**src/hdl/strap_latch_regs.vh**
```
`ifndef STRAP_LATCH_REGS_VH
`define STRAP_LATCH_REGS_VH
// ----------------------------------------
// Register offsets (byte addresses)
// ----------------------------------------
`define OFS_BASIC_CTRL   12'h000
`define OFS_ADVERTISE    12'h010
`define OFS_STRAP_STATUS 12'h020
`define OFS_MGMT_ADDR    12'h024
// ----------------------------------------
// Field positions, encodings and other constants
// ----------------------------------------
`define BC_DUPLEX_BIT    8
`define BC_ISOLATE_BIT   10
`define BC_AUTONEG_BIT   12
`define BC_SPEED_BIT     13
`define ADV_10HD_BIT     5
`define ADV_10FD_BIT     6
`define ADV_100HD_BIT    7
`define ADV_100FD_BIT    8
`define MODE_MII         3'h0
`define MODE_B2B         3'h6
`define ADDR_DEFAULT     5'h01
`define ADV_SELECTOR     5'h01
`define REQ_CMD_SETTLE   2'h2
// ----------------------------------------
// Reset values, and the ability set captured when the speed strap is low
// ----------------------------------------
`define RST_BC_SPEED     1'b1
`define RST_BC_AUTONEG   1'b1
`define RST_BC_ISOLATE   1'b0
`define RST_BC_DUPLEX    1'b1
`define RST_ADV_CAP      4'hF
`define ADV_CAP_10_ONLY  4'h3
`endif

```
**src/hdl/phy_strap_config_latch.v**
```verilog
`timescale 1ns/1ps
`include "strap_latch_regs.vh"
module phy_strap_config_latch (
   input  wire        pclk,
   input  wire        presetn,
   input  wire        psel,
   input  wire        penable,
   input  wire        pwrite,
   input  wire [11:0] paddr,
   input  wire [31:0] pwdata,
   output reg  [31:0] prdata,
   output wire        pready,
   output wire        pslverr,
   input  wire [2:0]  mgmt_addr_strap,
   input  wire [2:0]  mode_strap,
   input  wire        isolate_strap,
   input  wire        speed_strap,
   input  wire        duplex_strap,
   input  wire        autoneg_en_strap,
   input  wire        bcast_disable_strap,
   input  wire        nand_tree_n_strap,
   output wire        strap_pins_oe,
   input  wire [4:0]  frame_phy_addr,
   output wire        addr_match,
   output reg  [4:0]  mgmt_addr,
   output reg  [2:0]  if_mode,
   output reg         mode_reserved,
   output reg         bcast_disable,
   output reg         nand_tree_mode,
   output reg         isolate,
   output reg         op_speed_100,
   output reg         op_full_duplex
);

   // ----------------------------------------
   // Strap synchronisers and release detect
   // ----------------------------------------
   reg [13:0] strap_s1_q;
   reg [13:0] strap_s2_q;
   reg [1:0]  rel_cnt_q;
   reg        latched_q;
   reg        pins_out_q;
   wire [13:0] strap_raw = {mgmt_addr_strap, mode_strap, isolate_strap, speed_strap,
                            duplex_strap, autoneg_en_strap, bcast_disable_strap,
                            nand_tree_n_strap, 2'h0};

   always @(posedge pclk or negedge presetn) begin
      if (!presetn) begin
         strap_s1_q <= 14'h0000;
         strap_s2_q <= 14'h0000;
      end else begin
         strap_s1_q <= strap_raw;
         strap_s2_q <= strap_s1_q;
      end
   end

   // Wait for synchroniser to fill after release, then capture once
   always @(posedge pclk or negedge presetn) begin
      if (!presetn) begin
         rel_cnt_q  <= 2'h0;
         latched_q  <= 1'b0;
         pins_out_q <= 1'b0;
      end else begin
         if (rel_cnt_q != `REQ_CMD_SETTLE)
            rel_cnt_q <= rel_cnt_q + 2'h1;
         if (rel_cnt_q == `REQ_CMD_SETTLE && !latched_q)
            latched_q <= 1'b1;
         pins_out_q <= latched_q;
      end
   end

   wire capture = (rel_cnt_q == `REQ_CMD_SETTLE) && !latched_q;

   // Pins stay inputs through reset and capture, drive once done
   assign strap_pins_oe = pins_out_q;

   // ----------------------------------------
   // Register decode
   // ----------------------------------------
   localparam SEL_NONE   = 3'h0;
   localparam SEL_CTRL   = 3'h1;
   localparam SEL_ADV    = 3'h2;
   localparam SEL_STATUS = 3'h3;
   localparam SEL_ADDR   = 3'h4;

   reg        bc_speed_q;
   reg        bc_autoneg_q;
   reg        bc_isolate_q;
   reg        bc_duplex_q;
   reg [3:0]  adv_cap_q;

   // One decode shared by the write path and the read mux
   function [2:0] reg_sel;
      input [11:0] addr;
      begin
         case (addr)
            `OFS_BASIC_CTRL:   reg_sel = SEL_CTRL;
            `OFS_ADVERTISE:    reg_sel = SEL_ADV;
            `OFS_STRAP_STATUS: reg_sel = SEL_STATUS;
            `OFS_MGMT_ADDR:    reg_sel = SEL_ADDR;
            default:           reg_sel = SEL_NONE;
         endcase
      end
   endfunction

   // Speed strap low removes the 100 Mbps abilities
   function [3:0] adv_from_speed;
      input speed_hi;
      begin
         if (speed_hi) begin
            adv_from_speed = `RST_ADV_CAP;
         end else begin
            adv_from_speed = `ADV_CAP_10_ONLY;
         end
      end
   endfunction

   // Synchronised strap fields
   wire [2:0] s_addr    = strap_s2_q[13:11];
   wire [2:0] s_mode    = strap_s2_q[10:8];
   wire       s_isolate = strap_s2_q[7];
   wire       s_speed   = strap_s2_q[6];
   wire       s_duplex  = strap_s2_q[5];
   wire       s_autoneg = strap_s2_q[4];
   wire       s_bcast   = strap_s2_q[3];
   wire       s_nand_n  = strap_s2_q[2];

   // Writes before capture are dropped so straps always seed first
   wire       wr_en   = psel && penable && pwrite;
   wire [2:0] wr_sel  = reg_sel(paddr);
   wire       sw_wr   = wr_en && latched_q;
   wire       ctrl_wr = sw_wr && (wr_sel == SEL_CTRL);
   wire       adv_wr  = sw_wr && (wr_sel == SEL_ADV);

   // ----------------------------------------
   // Strap capture
   // ----------------------------------------
   // Strap-only state, read-only to software
   always @(posedge pclk or negedge presetn) begin
      if (!presetn) begin
         mgmt_addr      <= `ADDR_DEFAULT;
         if_mode        <= `MODE_MII;
         mode_reserved  <= 1'b0;
         bcast_disable  <= 1'b0;
         nand_tree_mode <= 1'b0;
      end else if (capture) begin
         mgmt_addr      <= {2'h0, s_addr};
         if_mode        <= s_mode;
         mode_reserved  <= (s_mode != `MODE_MII) && (s_mode != `MODE_B2B);
         bcast_disable  <= s_bcast;
         nand_tree_mode <= !s_nand_n;
      end
   end

   // ----------------------------------------
   // Software-owned control bits
   // ----------------------------------------
   // Speed select, seeded by its strap
   always @(posedge pclk or negedge presetn) begin
      if (!presetn) begin
         bc_speed_q <= `RST_BC_SPEED;
      end else if (capture) begin
         bc_speed_q <= s_speed;
      end else if (ctrl_wr) begin
         bc_speed_q <= pwdata[`BC_SPEED_BIT];
      end
   end

   // Autonegotiation enable, seeded by its strap
   always @(posedge pclk or negedge presetn) begin
      if (!presetn) begin
         bc_autoneg_q <= `RST_BC_AUTONEG;
      end else if (capture) begin
         bc_autoneg_q <= s_autoneg;
      end else if (ctrl_wr) begin
         bc_autoneg_q <= pwdata[`BC_AUTONEG_BIT];
      end
   end

   // Isolate, seeded by its strap
   always @(posedge pclk or negedge presetn) begin
      if (!presetn) begin
         bc_isolate_q <= `RST_BC_ISOLATE;
      end else if (capture) begin
         bc_isolate_q <= s_isolate;
      end else if (ctrl_wr) begin
         bc_isolate_q <= pwdata[`BC_ISOLATE_BIT];
      end
   end

   // Duplex, high means half duplex
   always @(posedge pclk or negedge presetn) begin
      if (!presetn) begin
         bc_duplex_q <= `RST_BC_DUPLEX;
      end else if (capture) begin
         bc_duplex_q <= s_duplex;
      end else if (ctrl_wr) begin
         bc_duplex_q <= pwdata[`BC_DUPLEX_BIT];
      end
   end

   // Advertised abilities, seeded by the speed strap
   always @(posedge pclk or negedge presetn) begin
      if (!presetn) begin
         adv_cap_q <= `RST_ADV_CAP;
      end else if (capture) begin
         adv_cap_q <= adv_from_speed(s_speed);
      end else if (adv_wr) begin
         adv_cap_q <= pwdata[`ADV_100FD_BIT:`ADV_10HD_BIT];
      end
   end

   // ----------------------------------------
   // Operating mode resolution
   // ----------------------------------------
   // Best own ability: 100 full, 100 half, 10 full, 10 half
   function best_is_100;
      input [3:0] cap;
      begin
         best_is_100 = cap[3] | cap[2];
      end
   endfunction

   function best_is_full;
      input [3:0] cap;
      begin
         best_is_full = cap[3] | (!cap[2] & cap[1]);
      end
   endfunction

   // Duplex bit high means half duplex
   always @(posedge pclk or negedge presetn) begin
      if (!presetn) begin
         isolate        <= 1'b0;
         op_speed_100   <= 1'b1;
         op_full_duplex <= 1'b0;
      end else begin
         isolate <= bc_isolate_q;
         if (!bc_autoneg_q) begin
            op_speed_100   <= bc_speed_q;
            op_full_duplex <= !bc_duplex_q;
         end else begin
            op_speed_100   <= best_is_100(adv_cap_q);
            op_full_duplex <= best_is_full(adv_cap_q);
         end
      end
   end

   // ----------------------------------------
   // Management address match
   // ----------------------------------------
   assign addr_match = (frame_phy_addr == mgmt_addr) ||
                       (!bcast_disable && frame_phy_addr == 5'h00);

   // ----------------------------------------
   // APB slave
   // ----------------------------------------
   assign pready  = 1'b1;
   assign pslverr = 1'b0;

   reg [31:0] ctrl_word;
   reg [31:0] adv_word;
   reg [31:0] status_word;

   always @* begin
      ctrl_word                  = 32'h0000_0000;
      ctrl_word[`BC_SPEED_BIT]   = bc_speed_q;
      ctrl_word[`BC_AUTONEG_BIT] = bc_autoneg_q;
      ctrl_word[`BC_ISOLATE_BIT] = bc_isolate_q;
      ctrl_word[`BC_DUPLEX_BIT]  = bc_duplex_q;
      adv_word                   = 32'h0000_0000;
      adv_word[4:0]              = `ADV_SELECTOR;
      adv_word[`ADV_100FD_BIT:`ADV_10HD_BIT] = adv_cap_q;
      status_word                = 32'h0000_0000;
      status_word[2:0]           = if_mode;
      status_word[3]             = mode_reserved;
      status_word[4]             = bcast_disable;
      status_word[5]             = nand_tree_mode;
      status_word[6]             = latched_q;
      status_word[7]             = op_speed_100;
      status_word[8]             = op_full_duplex;
   end

   always @* begin
      case (reg_sel(paddr))
         SEL_CTRL: begin
            prdata = ctrl_word;
         end
         SEL_ADV: begin
            prdata = adv_word;
         end
         SEL_STATUS: begin
            prdata = status_word;
         end
         SEL_ADDR: begin
            prdata = {27'h0000000, mgmt_addr};
         end
         default: begin
            prdata = 32'h0000_0000;
         end
      endcase
   end

endmodule

```
**config.mk**
```make
export PLATFORM = sky130hd
export DESIGN_NAME = phy_strap_config_latch
export DESIGN_NICKNAME = d
export VERILOG_FILES = /design/src/hdl/phy_strap_config_latch.v
export VERILOG_INCLUDE_DIRS = /design/src /design/src/hdl
export SDC_FILE = /design/constraint.sdc
export NUM_CORES = 1
export LEC_CHECK = 0
export BUFFER_PORTS_ARGS = -buffer_cell sky130_fd_sc_hd__buf_2
export CAP_MARGIN = 20
export CELL_PAD_IN_SITES_DETAIL_PLACEMENT = 0
export CELL_PAD_IN_SITES_GLOBAL_PLACEMENT = 1
export CORE_UTILIZATION = 29
export CTS_BUF_LIST = sky130_fd_sc_hd__clkbuf_16
export CTS_CLUSTER_DIAMETER = 40
export DETAILED_ROUTE_END_ITERATION = 6
export PLACE_DENSITY = 0.84
export SLEW_MARGIN = 30
export SYNTH_ARGS = -nofsm -noshare
export SYNTH_HDL_FRONTEND = slang
export SYNTH_SLANG_ARGS = --single-unit
```
**constraint.sdc**
```tcl
create_clock -name pclk -period 1.8 [get_ports pclk]
set_clock_uncertainty 0.2 [all_clocks]
set_input_delay 0.18 -clock pclk [delete_from_list [all_inputs] [get_ports pclk]]
set_output_delay 0.18 -clock pclk [all_outputs]
set_load 0.05 [all_outputs]
```
==> flow_summary.toml <==
[floorplanning]
core-area_mm2 = 0.00687
die_w_um = 86.8
ios = 116
row_count = 30
die_area_mm2 = 0.00753
start_util = 0.303
fp.dieH_um = 86.8

[critical_path]
critPathKind = "in2out"
critical-path-slowest-cell = "or4_4"
crit_fanout = 4
setup.worst_path.end_class = "output port"
r2r_setup_slack_ns = 0.19
cp_cell_sequence = "buf_6 > or4_4 > buf_12 > nand3b_1 > nor2_2 > buf_6"
r2r_end = "adv_cap_q[1]"
rr_startpoint = "latched_q"
critPathBufInv = 3
crit_family = "simple AND/OR/NAND/NOR gates"
cpPeakStageDelay_ns = 0.56
crit_end = "prdata[7]"
cp_common_cell = "buf_6"
cp.arrival_ns = 1.58
cp.depth = 6
crit_start = "paddr[2]"
crit_path_start_kind = "input port"
reg2reg_depth = 5
required_ns = 1.42

[placed_design]
dp_hpwl_mm = 3.49
io_buffers = 66
dp.cells = 367
gp_congestion = 0.733

[synthesis]
synth_edf_count = 0
seq_area_frac_synth = 0.582
ys_top_cells_by_area = "dfrtp_1 47%, dfstp_2 11%, buf_4 8.6%"
synth_cell_types = 31
ys_seq_elements = 48
post_synth.cell_area_avg_um2 = 10.9
synth_area_leader_cell = "dfrtp_1"
synth_area_mm2 = 0.00208
netlist_instances = 191
ys.flop_type = "dfrtp_1"
netlist.area_leader.share = 0.468
yosysWarningCount = 0
yosysMostFrequentCell = "dfrtp_1"
synth_common_cells = "39 x dfrtp_1, 29 x nand2_1, 24 x buf_4, 15 x nor2_1, 9 x dfstp_2"
async_flop_share = 1.00

[final_layout]
diodes = 0
finalNonFillerCells = 399
finish.net_count = 369
drive_above_1_share = 0.452
register_area_mm2 = 0.00121
multi_input_area_um2 = 870
area_growth_pct = 56.2
fill_cells = 642

[routing]
drc = 0
via_count = 1670
viasPerCell = 4.19
dr.first_iter.drc_count = 68
wl_per_cell_um = 12.1
routed_wl_mm = 4.82
antenna_left = 0
firstDrtPassIters = 5

[clocking]
cts_tree = "built"
cts_buffers = 5
htree_num_levels = 2
cts-root-buf = "clkbuf_16"
clk-insertion-delay-late_ns = 0.28
cts.sinks = 48
cts_buffer_depth = 2
path_clk_slew_ns = 0.06

[timing]
finalHoldViolCount = 0
setup_violations = 17
setup_tns_ns = -2.04
slew-limit-headroom = 0.665
fmax_mhz = 509
rsz0062_at_grt = "yes"
drv_slew = 0
worst_slack_ns = -0.164
worstMarginPinSlew_ns = 0.502
post-route-period-util = 1.09
final.min_clock_period_ns = 1.96
hold_slack_ns = 0.148

[grt]
grt_max_degree = 29
grt_first_pass_wirelength_mm = 7.65
track_usage = 0.133
grt_pass1_vias = 1660
overflow = 0
antenna_found_initial = 0

[flow_run]
cap_violations = 0

[run_status]
status = "complete, but fails checks"
violations = "setup timing"

[power]
ir_worst_vdd_mv = 0.349
leakagePower_nw = 1.53
power.density_mw_per_mm2 = 797

[worst_hold_path]
hp-class = "reg2reg"
==> worst reg2reg max path, delay by kind of cell, from the launching register on <==
family | cells | cell delay (ns)
DFF | 1 | 0.37
and+or+nand+nor | 3 | 0.61
muxes | 1 | 0.19
buffers and inverters | 1 | 0.18
==> state kept, by name, indices dropped and copies added, names as in the netlist, 2 cells and up <==
| register | count |
|---|---|
| strap_s1_q | 12 |
| strap_s2_q | 12 |
| adv_cap_q | 4 |
| if_mode | 3 |
| mgmt_addr | 3 |
| rel_cnt_q | 2 |
==> placed cells by master, fill, tap and decap left out, types with 3 or more instances in the layout <==
master and count:
a21oi_1 4, nor2_1 9, clkbuf_16 5, and3_4 5, dfstp_2 9, dlygate4sd3_1 20
nor2b_1 3, nor3_4 3, buf_8 5, nor2_2 6, a22oi_1 3, buf_2 52
inv_1 3, nand3b_1 4, xnor2_1 4, buf_4 17, dfrtp_1 39, buf_6 15
nand3_2 6, mux2i_1 7, conb_1 24, nand2_1 29
==> metal layers <==
metal  global-route usage  wire length [um]  part of all wire  vias to the layer above
met5                    0                 0                 0                        -
met4               0.0455                40            0.0083                        0
met3               0.0219               233             0.048                        2
met2                0.234              2480              0.51                       63
met1                0.166              2070              0.43                      782
li1                     -                 -                 -                      823
==> cells by family after synthesis <==
group / synth area share
compound gates: 0.0414
xor+xnor: 0.0210
fa+ha+maj: 0.00601
buf+inv: 0.101
flops: 0.582
mux: 0.0336
other cells: 0.00360
simple gates: 0.211
==> how the worst min path moves through the flow <==
| stage | to | depth (start not counted) | slack (ns) | from |
|---|---|---|---|---|
| 6_report | strap_s2_q[5] | 0 | 0.15 | strap_s1_q[5] |
| 5_1_grt | strap_s2_q[12] | 0 | 0.15 | strap_s1_q[12] |
| 4_1_cts | strap_s2_q[5] | 0 | 0.15 | strap_s1_q[5] |
| 3_5_place_dp | strap_s1_q[6] | 1 | -0.03 | presetn |
| 3_3_place_gp | strap_s1_q[6] | 1 | -0.02 | presetn |
| 2_1_floorplan | bc_isolate_q | 0 | -0.32 | presetn |
==> final cells by class <==
type,count,share of cell area
multi-input cells,133,0.267
well taps,96,0.0369
repair buffers,111,0.268
clock buffers,5,0.0385
clock inverters,3,0.0131
flip-flops and latches,48,0.373
inverters,3,0.00346
==> report_power, final <==
| part | switching [mW] | internal [mW] |
|---|---|---|
| Combinational | 0.268 | 0.132 |
| Clock | 0.372 | 0.652 |
| Sequential | 0.0318 | 1.14 |
| Total | 0.672 | 1.92 |
==> metrics by stage <==
step	setup slack [ns]	power, mW	area (um^2)	util
3_3_place_gp	-0.242	1.53	2660	0.387
2_1_floorplan	-0.108	1.44	2220	-
3_5_place_dp	-0.253	1.54	2660	0.387
6_report	-0.164	2.59	3250	0.474
4_1_cts	-0.136	2.61	3140	0.458
5_1_grt	-0.225	2.70	3250	0.474
==> what timing repair did <==
item                       in CTS  in global routing
buffers inserted                3                  1
cloned                          0                  0
setup endpoints to repair      11                 19
hold endpoints to repair       33                  0
gates resized for setup        28                 22
pin swaps                      15                 11
hold buffers                   20                  0
Power figures use the tool's default switching activity.
